===== src/common/sar_seq_pkg.sv =====
// Constants and types shared by the conversion sequencer and its bit-decision stage
package sar_seq_pkg;
	localparam int DATA_W = 16;
	localparam logic [15:0] MSB_MASK = 16'h8000;
	localparam logic [15:0] RESULT_RST = 16'h0000;
	localparam logic [4:0] PULSES_PER_CONV = 5'h11;
	localparam int CLK_NS = 100;
	localparam int INT_PERIOD_NS = 1000;
	localparam int PULSE_MIN_NS = 100;
	localparam int PULSE_MAX_NS = 700;
	localparam logic [7:0] INT_PERIOD_CYC = 8'((INT_PERIOD_NS + CLK_NS - 1) / CLK_NS);
	localparam logic [7:0] PULSE_MIN_CYC = 8'((PULSE_MIN_NS + CLK_NS - 1) / CLK_NS);
	localparam logic [7:0] PULSE_MAX_CYC = 8'(PULSE_MAX_NS / CLK_NS);
	typedef enum logic {IDLE, CONVERT} seq_state_type;
endpackage


===== src/common/bit_step_if.sv =====
// Carrier between the sequencer and the bit-decision stage
`timescale 1ns/10ps
`default_nettype none
interface bit_step_if;
	logic clear;
	logic tick;
	logic comp;
	logic [15:0] result;
	logic [15:0] trial;
	logic bit_out;
	logic last;
	modport seq (output clear, output tick, output comp,
		input result, input trial, input bit_out, input last);
	modport step (input clear, input tick, input comp,
		output result, output trial, output bit_out, output last);
endinterface
`default_nettype wire


===== src/core/sar_conversion_sequencer.sv =====
// Conversion sequencer of a 16-bit successive-approximation converter
`timescale 1ns/10ps
`default_nettype none
// Summary of operation
// - A falling edge on the trigger starts a conversion and raises status at that edge.
// - Status stays high for the whole conversion and falls only when it is finished.
// - The successive-approximation DAC state is cleared at the trigger falling edge.
// - A rising edge closely after a falling edge replaces the internal clock pulse.
// - In external-clock use one conversion completes after 17 pulses.
// - In external-clock use status rises at the first pulse's falling edge and falls after the 17th.
// - Serial and parallel outputs change on rising bit-clock edges, and parallel data also clears one clock after status rises; serial MSB first NRZ.
// - An asserted short-cycle input ends the conversion early after the current decision.
module sar_conversion_sequencer
	import sar_seq_pkg::*;
(
	// Clock and reset
	input wire logic clock_i,
	input wire logic rst_i,
	// Trigger and analog compare
	input wire logic convert_n_i,
	input wire logic comp_i,
	input wire logic short_cycle_i,
	// Status and results
	output logic busy_o,
	output logic ext_paced_o,
	output logic bit_clk_o,
	output logic serial_o,
	output logic [15:0] data_o,
	output logic [15:0] dac_code_o
);
	bit_step_if st ();

	seq_state_type state;
	seq_state_type next_state;
	logic trig_q;
	logic [7:0] low_cnt;
	logic [7:0] next_low_cnt;
	logic [7:0] div_cnt;
	logic [7:0] next_div_cnt;
	logic ext_mode;
	logic next_ext_mode;
	logic start_seen;
	logic next_start_seen;
	logic [4:0] pulse_cnt;
	logic [4:0] next_pulse_cnt;
	logic fall;
	logic rise;
	logic narrow;
	logic int_tick;
	logic ext_tick;
	logic tick;
	logic finish;
	logic bit_clk;
	logic serial;
	logic [15:0] data;
	logic [15:0] dac_code;

	function automatic logic width_ok(input logic [7:0] cnt);
		width_ok = (cnt >= PULSE_MIN_CYC) && (cnt <= PULSE_MAX_CYC);
	endfunction

	assign fall = trig_q && !convert_n_i;
	assign rise = !trig_q && convert_n_i;
	assign narrow = rise && width_ok(low_cnt);
	// Internal pulses stop once an external clock has taken over
	assign int_tick = (state == CONVERT) && !ext_mode && (div_cnt == INT_PERIOD_CYC - 8'h01);
	assign ext_tick = (state == CONVERT) && ext_mode && narrow && start_seen;
	assign tick = int_tick || ext_tick;
	assign finish = tick && (st.last || short_cycle_i);

	assign st.clear = (state == IDLE) && fall;
	assign st.tick = tick;
	assign st.comp = comp_i;

	always_comb begin
		next_state = state;
		next_low_cnt = low_cnt;
		next_div_cnt = div_cnt;
		next_ext_mode = ext_mode;
		next_start_seen = start_seen;
		next_pulse_cnt = pulse_cnt;
		if (fall) begin
			next_low_cnt = 8'h01;
		end else if (!convert_n_i && low_cnt != 8'hFF) begin
			next_low_cnt = low_cnt + 8'h01;
		end
		case (state)
			IDLE: begin
				if (fall) begin
					next_state = CONVERT;
					next_div_cnt = 8'h00;
					next_ext_mode = 1'b0;
					next_start_seen = 1'b0;
					next_pulse_cnt = 5'h01;
				end
			end
			CONVERT: begin
				next_div_cnt = (div_cnt == INT_PERIOD_CYC - 8'h01) ? 8'h00 : div_cnt + 8'h01;
				if (rise && !start_seen) begin
					// A narrow start pulse means the host is pacing
					next_start_seen = 1'b1;
					next_ext_mode = narrow && !int_tick;
				end
				if (ext_tick) begin
					next_pulse_cnt = pulse_cnt + 5'h01;
				end
				if (finish) begin
					next_state = IDLE;
				end
			end
			default: begin
				next_state = IDLE;
			end
		endcase
	end

	always_ff @(posedge clock_i) begin
		if (rst_i) begin
			state <= IDLE;
			trig_q <= 1'b1;
			low_cnt <= 8'h00;
			div_cnt <= 8'h00;
			ext_mode <= 1'b0;
			start_seen <= 1'b0;
			pulse_cnt <= 5'h00;
		end else begin
			state <= next_state;
			trig_q <= convert_n_i;
			low_cnt <= next_low_cnt;
			div_cnt <= next_div_cnt;
			ext_mode <= next_ext_mode;
			start_seen <= next_start_seen;
			pulse_cnt <= next_pulse_cnt;
		end
	end

	sar_step u_step (
		.clock_i(clock_i),
		.rst_i(rst_i),
		.st(st)
	);

	// bit_clk_o, serial_o and data_o carry the decision being registered in this cycle
	always_comb begin
		bit_clk = tick;
		serial = serial_o;
		data = st.result;
		dac_code = st.trial;
		if (tick) begin
			serial = comp_i;
			// Fresh decision goes out now, so data is final when status falls
			data = comp_i ? st.trial : st.result;
		end
	end

	always_ff @(posedge clock_i) begin
		if (rst_i) begin
			busy_o <= 1'b0;
			ext_paced_o <= 1'b0;
			bit_clk_o <= 1'b0;
			serial_o <= 1'b0;
			data_o <= RESULT_RST;
			dac_code_o <= RESULT_RST;
		end else begin
			busy_o <= (next_state == CONVERT);
			ext_paced_o <= next_ext_mode;
			bit_clk_o <= bit_clk;
			serial_o <= serial;
			data_o <= data;
			dac_code_o <= dac_code;
		end
	end

	// Helper: decisions since start, for the timing checks
	logic [4:0] dec_cnt;
	always_ff @(posedge clock_i) begin
		if (rst_i || st.clear) begin
			dec_cnt <= 5'h00;
		end else if (tick && dec_cnt != 5'h1F) begin
			dec_cnt <= dec_cnt + 5'h01;
		end
	end

	start_busy_a: assert property (@(posedge clock_i) disable iff (rst_i)
		state == IDLE && fall |=> busy_o)
		else $error("status not raised at trigger falling edge");
	busy_hold_a: assert property (@(posedge clock_i) disable iff (rst_i)
		state == CONVERT && !finish |=> busy_o)
		else $error("status dropped before conversion finished");
	busy_drop_a: assert property (@(posedge clock_i) disable iff (rst_i)
		finish |=> !busy_o && data_o == $past(st.result | (comp_i ? 16'h0001 : 16'h0000))
			|| $past(!st.last))
		else $error("status or result wrong at end of conversion");
	full_len_a: assert property (@(posedge clock_i) disable iff (rst_i)
		$fell(busy_o) && !$past(short_cycle_i) |-> dec_cnt == 5'h10)
		else $error("full conversion did not take sixteen decisions");
	ext_count_a: assert property (@(posedge clock_i) disable iff (rst_i)
		$fell(busy_o) && $past(ext_mode) && !$past(short_cycle_i)
			|-> pulse_cnt == PULSES_PER_CONV)
		else $error("external conversion not seventeen pulses long");
	ext_inhibit_a: assert property (@(posedge clock_i) disable iff (rst_i)
		tick && ext_mode |-> $rose(convert_n_i))
		else $error("internal pulse not suppressed in external mode");
	ext_status_a: assert property (@(posedge clock_i) disable iff (rst_i)
		ext_tick && !short_cycle_i && pulse_cnt < PULSES_PER_CONV - 5'h01 |=> busy_o)
		else $error("status fell before the last external pulse");
	short_end_a: assert property (@(posedge clock_i) disable iff (rst_i)
		state == CONVERT && tick && short_cycle_i |=> !busy_o && bit_clk_o)
		else $error("short cycle did not end the conversion");
	int_pace_a: assert property (@(posedge clock_i) disable iff (rst_i)
		state == CONVERT && !ext_mode && div_cnt == 8'h00 |-> ##9 (int_tick || !busy_o
			|| ext_mode))
		else $error("internal clock period not honoured");
	serial_out_a: assert property (@(posedge clock_i) disable iff (rst_i)
		tick |=> bit_clk_o && serial_o == $past(comp_i) && serial_o == st.bit_out)
		else $error("serial bit not presented with its clock");
	hold_result_a: assert property (@(posedge clock_i) disable iff (rst_i)
		state == IDLE && !fall && !$past(busy_o) |=> $stable(data_o))
		else $error("result changed between conversions");

	int_conv_c: cover property (@(posedge clock_i) disable iff (rst_i)
		$fell(busy_o) && !ext_mode && dec_cnt == 5'h10);
	ext_conv_c: cover property (@(posedge clock_i) disable iff (rst_i)
		$fell(busy_o) && pulse_cnt == PULSES_PER_CONV);
	short_conv_c: cover property (@(posedge clock_i) disable iff (rst_i)
		$fell(busy_o) && dec_cnt < 5'h10);
endmodule
`default_nettype wire


===== src/core/sar_step.sv =====
// Successive-approximation register: one bit decision per tick, MSB first
`timescale 1ns/10ps
`default_nettype none
module sar_step
	import sar_seq_pkg::*;
(
	// Clock and reset
	input wire logic clock_i,
	input wire logic rst_i,
	// Sequencer side
	bit_step_if.step st
);
	logic [15:0] result;
	logic [15:0] mask;
	logic bit_q;
	logic [15:0] next_result;
	logic [15:0] next_mask;
	logic next_bit;

	always_comb begin
		next_result = result;
		next_mask = mask;
		next_bit = bit_q;
		if (st.clear) begin
			// DAC cleared before any decision
			next_result = RESULT_RST;
			next_mask = MSB_MASK;
		end else if (st.tick && mask != RESULT_RST) begin
			next_result = st.comp ? (result | mask) : result;
			next_bit = st.comp;
			next_mask = mask >> 1;
		end
	end

	always_ff @(posedge clock_i) begin
		if (rst_i) begin
			result <= RESULT_RST;
			mask <= RESULT_RST;
			bit_q <= 1'b0;
		end else begin
			result <= next_result;
			mask <= next_mask;
			bit_q <= next_bit;
		end
	end

	assign st.result = result;
	assign st.trial = result | mask;
	assign st.bit_out = bit_q;
	assign st.last = mask[0];

	mask_walk_a: assert property (@(posedge clock_i) disable iff (rst_i)
		st.tick && !st.clear && mask != RESULT_RST |=> mask == $past(mask) >> 1)
		else $error("decision mask did not advance by one bit");
	clear_dac_a: assert property (@(posedge clock_i) disable iff (rst_i)
		st.clear |=> result == RESULT_RST && mask == MSB_MASK)
		else $error("DAC state not cleared at conversion start");
endmodule
`default_nettype wire


===== config.mk =====
export PLATFORM = sky130hd
export DESIGN_NAME = sar_conversion_sequencer
export DESIGN_NICKNAME = d
export VERILOG_FILES = /design/src/common/sar_seq_pkg.sv /design/src/common/bit_step_if.sv /design/src/core/sar_conversion_sequencer.sv /design/src/core/sar_step.sv
export SDC_FILE = /design/constraint.sdc
export NUM_CORES = 1
export LEC_CHECK = 0
export ABC_CLOCK_PERIOD_IN_PS = 3250
export BUFFER_PORTS_ARGS = -buffer_cell sky130_fd_sc_hd__buf_4
export CORE_ASPECT_RATIO = 0.75
export CORE_MARGIN = 5
export CORE_UTILIZATION = 50
export DETAILED_ROUTE_END_ITERATION = 8
export PLACE_DENSITY = 0.77
export SYNTH_ARGS = -nofsm -noshare
export SYNTH_HDL_FRONTEND = slang
export SYNTH_HIERARCHICAL = 1
export SYNTH_SLANG_ARGS = --single-unit

===== constraint.sdc =====
create_clock -name clock_i -period 3.25 [get_ports clock_i]
set_clock_uncertainty 0.1 [all_clocks]
set_input_delay 0.1625 -clock clock_i [delete_from_list [all_inputs] [get_ports clock_i]]
set_output_delay 0.1625 -clock clock_i [all_outputs]
set_load 0.03 [all_outputs]

; Word level (Yosys, flattened, before mapping)
; Index checks and enable logic that the tools add are counted.
; Widths: inputs -> output; s select.
[op_classes]
mux = 17
reduce_logical = 28
eq_ne = 4
order_cmp = 2
n_bitwise = 2
n_addsub = 2
[op_table]
columns = op, count
row1 = $mux 16, 4
row2 = $add 8x1->8 const B, 2
row3 = $mux 8, 2
row4 = $or 16x16->16, 1
row5 = $pmux 8 s2, 1
row6 = $reduce_bool 16->1, 1
row7 = $logic_and 1x1->1, 15
row8 = $eq 8x4->1 const B, 1
row9 = $ge 8x1->1 const B, 1
row10 = $le 8x3->1 const B, 1
row11 = $ne 8x8->1 const B, 1
row12 = $mux 1, 7
row13 = $pmux 1 s2, 3
row14 = $logic_not 1->1, 5
row15 = $reduce_bool 2->1, 2
row16 = $reduce_or 2->1, 2
row17 = $logic_or 1x1->1, 2
row18 = $ne 2x1->1 const B, 1
row19 = $ne 2x2->1 const B, 1
row20 = $reduce_and 2->1, 1
row21 = $not 1->1, 1
[totals]
inputBits = 5
register_bits = 86
word_cells = 69
out_inout_bits = 36

; Logic depth before layout (Yosys ltp)
; Gate-level depths: netlist (run 1).
[depth]
ltp_word = 9
ltp_mapped = 9
mapped_depth_nobuf = 8

; Cells and area by module
; The synthesis (run 1) kept the hierarchy.
[modules_own_cells]
columns = mod, n_inst, cells_per_inst, area_per_inst_um2
row1 = sar_conversion_sequencer, 1, 222, 2253.4
row2 = sar_step, 1, 135, 1290.0

; Worst setup path before layout (run 1)
; OpenSTA, ideal clock, no wires.
[synth_path]
path_type = reg-to-reg
start = reg busy_o (netlist name)
end = reg u_step.mask[10]
n_path_buf = 3
setup_time_ns = 0.128
period_less_slack_ns = 2.595
t_arrival_ns = 2.368
path_stages_with_launch = 9
slack_ns = 0.655
t_required_ns = 3.022
cell_sequence = dfxtp_1 -> clkbuf_1 -> nand3_1 -> nor4_4 -> or2_1 -> clkbuf_1 -> clkbuf_1 -> mux2i_1 -> nor2_1
[synth_rtl]
columns = item, line_no
row1 = to (signal assigned), sar_step.sv:42  ; mask <= next_mask;
row2 = to (decl), sar_step.sv:14  ; logic [15:0] mask;

; Final worst setup path (run 1)
[layout_path]
start = in convert_n_i
end = reg u_step.mask[7]
[layout_between]
elab_chain_len = 6
[layout_lines]
columns = item, line_no
row1 = from (decl), sar_conversion_sequencer.sv:20  ; input wire logic convert_n_i,
row2 = $logic_and 1x1->1, sar_conversion_sequencer.sv:63  ; assign rise = !trig_q && convert_n_i;
row3 = $logic_and 1x1->1, sar_conversion_sequencer.sv:64  ; assign narrow = rise && width_ok(low_cnt);
row4 = $logic_and 1x1->1 (2 in a row), sar_conversion_sequencer.sv:67  ; assign ext_tick = (state == CONVERT) && ext_mode && narrow && start_seen;
row5 = $logic_or 1x1->1, sar_conversion_sequencer.sv:68  ; assign tick = int_tick || ext_tick;
row6 = net bit_clk, sar_conversion_sequencer.sv:53  ; logic bit_clk;
row7 = $logic_and 1x1->1, sar_step.sv:28  ; end else if (st.tick && mask != RESULT_RST) begin
; The timed path passes the listed nets, and every way through them passes these cells.
; A chain may end at the register's enable or synchronous reset.

==> results of run 1 <==
## per-layer routing
layer / wire, um / vias up / part of all wire, %
met5: 0 / - / 0
met4: 75 / 0 / 1.1
met3: 404 / 10 / 5.9
met2: 3000 / 66 / 43
met1: 3430 / 1205 / 50
li1: - / 1299 / -
## cell type report
class / count / area, um2
Tap cell: 84 / 105
Clock inverter: 3 / 67.6
Sequential cell: 86 / 1720
Timing Repair Buffer: 43 / 338
Multi-Input combinational cell: 241 / 1670
Inverter: 9 / 33.8
Fill cell: 610 / 2720
Clock buffer: 13 / 149
## worst max-delay path, delay by kind of cell
kind | cells | cell delay (ps)
simple gates | 3 | 1350
mux | 1 | 180
buf+inv | 2 | 690
compound gates | 1 | 300
## placed cells by master (no fill, tap or decap), drive strengths merged, types with 2 or more instances in the layout
cell type and count:
and3 2, inv 9, clkbuf 13, and2 3, dfxtp 86, mux2 16, nand2 17, or2 20
nor2 39, mux2i 17, nand3 8, a211oi 4, nor2b 35, ha 5, nand4b 2, nor3b 4
o41ai 2, bufinv 2, a21oi 12, a31oi 22, nand2b 2, xnor2 2, o21ai 6, nor3 4
buf 42, and4b 2, or4 5
## sequential cells by signal, summed over array words and instances, names as in the netlist, 8 cells and up
name / count
dac_code_o: 16
div_cnt: 8
u_step/mask: 16
u_step/st.result: 16
low_cnt: 8
data_o: 16
## report_power, final
group	total, W	switching (W)	internal (W)
logic	0.0000760	0.0000509	0.0000250
clock network	0.000812	0.000356	0.000455
registers	0.00107	0.0000103	0.00106
## stage by stage
step                      cells  hold slack [ps]  instance area [um2]  total power (W)
final                       479             22.2                 4080          0.00196
after global routing        479             54.6                 4080          0.00204
after CTS                   479             9.04                 4080          0.00198
after detailed placement    462              357                 3850          0.00117
after global placement      462              347                 3850          0.00117
after floorplan             351              135                 3490          0.00115
## final timing paths
kind / startpoint / endpoint / slack (ps) / cells past startpoint
max: convert_n_i / u_step/mask[7] / 680 / 7
min: short_cycle_i / busy_o / 20 / 4
max reg2reg: low_cnt[0] / u_step/mask[7] / 720 / 7
min reg2reg: u_step/st.result[4] / u_step/st.result[4] / 380 / 2
==> impl_metrics.yaml, run 1 <==
run_status:
  status: "finished, final reports clean"
sta:
  hold_viol: 0
  drv_slew: 0
  rsz0062_at_grt: "no"
  worst_pin_slew_ps: 826
  setup_viol: 0
  fin_crit_ps: 2570
  fin_ws_ps: 678
  timing.setup.tns_ps: 0
  max_freq_mhz: 389
  slew_headroom_pct: 44.6
  finalCritPeriodShare_pct: 79.1
drt:
  ant_nets: 0
  wirelength_um: 6900
  drc_errors: 0
  via_per_inst: 5.39
  dr.pass1.iters: 4
  avgRoutedWirePerCell_um: 14.4
  drt_iter0_drc: 142
  vias: 2580
cts:
  cts_resized: 0
  clk_pin_slew_ps: 80
  post_cts_buffers: 0
  ctsHoldBuffers: 1
  h-tree-depth: 3
  cts_tree: "done"
  cts-root-buf: "clkbuf_8"
  cts_buffers: 9
  cts_sinks: 86
  clk_latency_ps: 360
  max-clock-path-buffers: 2
worst_setup_path:
  startpoint_type: "input port"
  cp.arrival_ps: 2690
  worstPathRequired_ps: 3370
  crit_slowest_cell: "or2_1"
  end_kind: "flip-flop"
  path_cells: "dlygate4sd3_1, buf_4, or4b_4, nor4_4, or2_1, o41ai_4, mux2i_1"
  path_max_fanout: 16
  critPathMaxStageDelay_ps: 640
  crit_type: "in2reg"
synthesis:
  synth_area_um2: 3490
  syn_inst: 351
  postSynthAreaPerCell_um2: 9.93
  yosysWarningCount: 6
  synth_nets: 361
job:
  drv_cap: 0
hold_path:
  hp-class: "in2reg"
global_route:
  grt_max_degree: 49
  grt.met1_usage_pct: 22.2
  use_met3_pct: 5.75
  busiest_layer: "met2"
  grt_pass1_vias: 2474
  gr-usage-met2_pct: 26.2
  antenna_found_initial: 0
  grt-ovfl-total: 0
  grtUsageTotal_pct: 16.9
  grt_pass1_wl_um: 11800
floorplanning:
  io_pins: 41
  std_cell_rows: 26
  coreArea_um2: 6800
  die_height_um: 82.3
  start_util_pct: 51.3
  fp.dieArea_um2: 8760
  die_w_um: 106
finish:
  area_growth_pct: 17.1
  diodes: 0
  fin_nets: 400
  final_util_pct: 60.0
  layout-drive-gt1-share_pct: 23.3
power:
  p_leak_nw: 1.72
  p_per_area_nw_per_um2: 480
  ir_worst_vdd_mv: 0.296
placed_design:
  io_buffers: 40
  place_congestion: 0.805
  post-place-ws_ps: 729
  hpwl_um: 4690
Note: power is estimated with default switching activity, not from simulation.
==> run 2: changes to the inputs <==
Settings changed: ABC_CLOCK_PERIOD_IN_PS 3250 to 2600.
Clock period 3.25 ns to 2.6 ns, I/O delays scaled along.
==> run 2 against run 1 <==
- non-clock buffer count rose by 5
- first-iteration DRC count up 1.4%
- sequential power rose by 25%
- register-to-register slack got worse by 430 ps
- setup slack worse by 390 ps
- die area unchanged
- sequential share of layout area decreased by 0.56 points
- design area rose by 1.3%
- routed wire length grew 4.9%
- critical path depth grew 1
- sequential cell count is the same
- largest cell class unchanged
- largest power group unchanged
- highest routed layer unchanged
==> impl_metrics.yaml, run 2 (synthesis results as in run 1) <==
run_status:
  status: "finished, final reports clean"
drt:
  via_per_inst: 5.41
  wl_met2_um: 3310
  top_layer: "met4"
  drt_iter0_drc: 144
  drc_errors: 0
  ant_nets: 0
  avgRoutedWirePerCell_um: 15.0
  met3_length_um: 353
  wirelength_um: 7240
  vias: 2620
  wl_met1_um: 3420
  dr.pass1.iters: 4
floorplanning:
  die_w_um: 106
  io_pins: 41
  std_cell_rows: 26
  coreArea_um2: 6800
  fp.dieArea_um2: 8760
  die_height_um: 82.3
  start_util_pct: 51.3
worst_setup_path:
  path_cells: "inv_1, ha_1, nor3b_1, nor4_4, or2_1, buf_4, mux2i_1, nor2_1"
  end_kind: "flip-flop"
  path_max_fanout: 13
  path_buf_inv: 2
  crit_slowest_cell: "dfxtp_1"
  crit_type: "reg2reg"
  startpoint_type: "flip-flop"
  cp.arrival_ps: 2450
  critPathMaxStageDelay_ps: 390
  crit_family: "simple AND/OR/NAND/NOR gates"
  worstPathRequired_ps: 2740
cts:
  cts_tree: "done"
  cts_buffers: 9
  post_cts_buffers: 0
  max-clock-path-buffers: 2
  clk_latency_ps: 370
  cts-root-buf: "clkbuf_8"
  h-tree-depth: 3
  cts_sinks: 86
  clk_pin_slew_ps: 80
finish:
  finalInstanceArea_um2: 4140
  fin_nets: 405
  area_growth_pct: 18.7
  diodes: 0
  most-common-layout-cells: "86 x dfxtp_1, 46 x buf_4, 39 x nor2_1"
  final_common_cell: "dfxtp_1"
  nFillCells: 562
  layoutNonFillerInstCount: 484
  layout-drive-gt1-share_pct: 24.8
power:
  clkPwrFrac_pct: 44.0
  switching_share_pct: 22.1
  p_int_w: 0.00200
  pwr-share-seq_pct: 52.1
  p_per_area_nw_per_um2: 620
  ir_worst_vdd_mv: 0.365
  p_switching_w: 0.000567
  combPwrFrac_pct: 3.9
  p_leak_nw: 1.76
sta:
  rsz0062_at_grt: "no"
  timing.setup.tns_ps: 0
  fin_crit_ps: 2310
  slew_headroom_pct: 46.5
  hold_viol: 0
  worst_pin_slew_ps: 798
  finalCritPeriodShare_pct: 88.7
  max_freq_mhz: 433
  setup_viol: 0
  drv_slew: 0
global_route:
  grt_max_degree: 49
  grtUsageTotal_pct: 17.5
  grt_pass1_wl_um: 12000
  grt_pass1_vias: 2491
  antenna_found_initial: 0
  grt-ovfl-total: 0
placed_design:
  dp_cells: 466
  place_congestion: 0.840
  dpl-instance-area_um2: 3870
  hpwl_um: 4980
  io_buffers: 40
hold_path:
  hp-class: "in2reg"
job:
  drv_cap: 0
[run 2: path summary, 6_finish.rpt]
| check | depth (start not counted) | from | to | slack, ps |
|---|---|---|---|---|
| worst max-delay path | 8 | low_cnt[0] | u_step/mask[8] | 290 |
| worst min-delay path | 3 | comp_i | u_step/st.result[8] | 90 |
| worst max register to register | 8 | low_cnt[0] | u_step/mask[8] | 290 |
| worst min register to register | 2 | u_step/st.result[1] | u_step/st.result[1] | 390 |
[run 2: area by class of cell]
class	count	area [um2]	area share [%]
repair buffers	48	365	8.83
inverters	9	33.8	0.817
clock inverters	7	120	2.90
multi-input cells	241	1670	40.3
flip-flops and latches	86	1720	41.6
well taps	84	105	2.54
clock buffers	9	124	2.99
[run 2: metal layers]
| metal | GRT usage [%] | vias to the layer above |
|---|---|---|
| met1 | 21.3 | 1226 |
| met5 | 0 | - |
| met3 | 5.13 | 14 |
| li1 | - | 1310 |
| met2 | 29.3 | 70 |
| met4 | 7.54 | 0 |
[run 2: tightest hold or removal path, stage by stage]
cell,delay (ps)
buf_4,190
a31oi_1,150
nor2_1,40
[run 2: power groups by stage]
stage | clock network, W | registers, W | logic, W
2_1_floorplan | 0 | 0.00137 | 0.0000676
3_3_place_gp | 0 | 0.00137 | 0.0000925
3_5_place_dp | 0 | 0.00137 | 0.0000961
4_1_cts | 0.00115 | 0.00134 | 0.0000988
5_1_grt | 0.00121 | 0.00134 | 0.000110
6_report | 0.00113 | 0.00134 | 0.0000994
[run 2: through the flow]
stage	setup slack (ps)	hold slack (ps)	power (W)	utilization [%]
global placement	387	323	0.00146	57.0
CTS	304	75.8	0.00258	60.8
finish	293	91.0	0.00257	60.8
detailed placement	328	332	0.00146	57.0
floorplan	18.0	102	0.00143	-
global route	117	89.9	0.00266	60.8
[run 2: repair_timing]
action / 4_1_cts / 5_1_grt
gates resized for setup: 0 / 0
endpoints found under the hold margin: 2 / 0
hold buffers: 2 / 0
==> run 3: changes to the inputs <==
--- a/config.mk
+++ b/config.mk
@@ -12,4 +12,5 @@
 export CORE_UTILIZATION = 50
 export DETAILED_ROUTE_END_ITERATION = 8
+export GPL_TIMING_DRIVEN = 0
 export PLACE_DENSITY = 0.77
 export SYNTH_ARGS = -nofsm -noshare
==> constraint.sdc (replaced) <==
create_clock -name clock_i -period 2.6 [get_ports clock_i]
set_clock_uncertainty 0.1 [all_clocks]
set_input_delay 0.26 -clock clock_i [delete_from_list [all_inputs] [get_ports clock_i]]
set_output_delay 0.26 -clock clock_i [all_outputs]
set_load 0.03 [all_outputs]
==> run 3 against run 2 <==
- clock power down 14%
- setup slack worse by 36 ps
- sequential cell count unchanged
- non-clock buffer count up 7
- critical path type unchanged
- largest cell class unchanged
==> impl_metrics.yaml, run 3 (synthesis results as in run 1) <==
sta:
  finalCritPeriodShare_pct: 90.1
  fin_crit_ps: 2340
  hold_viol: 0
  slew_headroom_pct: 52.0
  rsz0062_at_grt: "no"
  drv_slew: 0
  setup_viol: 0
  worst_pin_slew_ps: 716
  max_freq_mhz: 427
cts:
  cts_tree: "done"
  clk_latency_ps: 350
  cts_buffers: 9
  clk_pin_slew_ps: 80
  cts_sinks: 86
  post_cts_buffers: 0
  max-clock-path-buffers: 2
  h-tree-depth: 3
  ctsHoldBuffers: 0
  cts-root-buf: "clkbuf_8"
job:
  drv_cap: 0
placed_design:
  hpwl_um: 5220
  dpl-instance-area_um2: 3890
  io_buffers: 40
  place_congestion: 0.847
drt:
  wl_met1_um: 3540
  drt_iter0_drc: 157
  vias: 2639
  met3_length_um: 401
  wirelength_um: 7310
  dr.pass1.iters: 4
  top_layer: "met4"
  drc_errors: 0
  via_per_inst: 5.39
  wl_met2_um: 3250
  avgRoutedWirePerCell_um: 14.9
  ant_nets: 0
worst_setup_path:
  cp.arrival_ps: 2460
  crit_end: "u_step/mask[10]"
  crit-reg2reg-capture: "u_step/mask[10]"
  end_kind: "flip-flop"
  reg2reg_slack_ps: 260
  cp-startpoint: "low_cnt[0]"
  crit_type: "reg2reg"
  path_max_fanout: 10
  rr_worst_depth: 9
  worstPathRequired_ps: 2720
  timing.rr.start: "low_cnt[0]"
  startpoint_type: "flip-flop"
floorplanning:
  start_util_pct: 51.3
  coreArea_um2: 6800
  die_w_um: 106
  std_cell_rows: 26
  fp.dieArea_um2: 8760
  die_height_um: 82.3
  io_pins: 41
global_route:
  grt_max_degree: 14
  grt_pass1_vias: 2581
  grtUsageTotal_pct: 17.8
  grt-ovfl-total: 0
  grt_pass1_wl_um: 12200
  antenna_found_initial: 0
power:
  p_leak_nw: 1.75
  ir_worst_vdd_mv: 0.346
  power_w: 0.00242
  p_per_area_nw_per_um2: 588
finish:
  fin_nets: 412
  seq_area_um2: 1720
  layout-drive-gt1-share_pct: 23.9
  most-common-layout-cells: "86 x dfxtp_1, 40 x buf_4, 39 x nor2_1"
  finalInstanceArea_um2: 4120
  final_util_pct: 60.6
  multi_input_area_um2: 1680
  area_growth_pct: 18.1
  diodes: 0
  final_common_cell: "dfxtp_1"
  nFillCells: 547
hold_path:
  hp-class: "in2reg"
run_status:
  status: "finished, final reports clean"
## run 3: cell types whose count changed in the layout (fill, tap and decap cells not counted), moves of 2 or more
cell	before	now
buf_1	0	2
buf_4	46	40
clkbuf_1	0	9
clkbuf_2	0	2
clkbuf_4	0	2
clkinv_2	1	3
dlygate4sd3_1	2	0
## run 3: layer usage
| layer | global-route usage [%] | vias up |
|---|---|---|
| met2 | 29.8 | 64 |
| met5 | 0 | - |
| met3 | 5.36 | 14 |
| met4 | 6.51 | 0 |
| met1 | 22.0 | 1244 |
| li1 | - | 1317 |
## run 3: cell type report
class | instances | share of cell area (%)
repair buffers | 40 | 7.29
flip-flops and latches | 86 | 41.8
well taps | 84 | 2.55
clock inverters | 5 | 1.82
clock buffers | 10 | 3.10
inverters | 9 | 0.820
plain buffers | 15 | 1.79
multi-input cells | 241 | 40.8
## run 3: worst max-delay path: stages (launching register included)
cell and delay [ps]:
dfxtp_1 390, inv_1 90, ha_1 190, nor3b_2 180, nor4_4 330, or2_1 180, clkbuf_4 240, clkbuf_4 250
mux2i_1 210, nor2_1 50
## run 3: worst min-delay path by stage
stage	startpoint	end	slack [ps]	depth (start not counted)
3_5_place_dp	u_step/st.result[4]	u_step/st.result[4]	370	2
4_1_cts	rst_i	u_step/mask[15]	80	2
2_1_floorplan	rst_i	u_step/mask[15]	230	1
6_report	rst_i	u_step/mask[15]	90	2
3_3_place_gp	u_step/st.result[1]	u_step/st.result[1]	350	2
5_1_grt	rst_i	u_step/mask[15]	80	2
## run 3: timing repair
action	4_1_cts	5_1_grt
cloned	0	0
gates resized for setup	2	10
setup endpoints to repair	20	22
## run 3: stage by stage
stage | setup slack, ps | TNS [ps] | hold WS, ps | std cells
finish | 257 | 0 | 92.4 | 490
global route | 62.1 | 0 | 77.2 | 490
CTS | 47.0 | 0 | 77.3 | 490
detailed placement | -281 | -3130 | 367 | 475
global placement | -230 | -2410 | 353 | 475
floorplan | 18.0 | 0 | 232 | 351
## run 3: report_power, final
part           switching (W)  internal, W  total, W  leakage [nW]
Clock               0.000445     0.000531  0.000977         0.106
Combinational      0.0000741    0.0000361  0.000110         0.948
Sequential        0.00000999      0.00132   0.00133         0.694
Total               0.000529      0.00189   0.00242          1.75
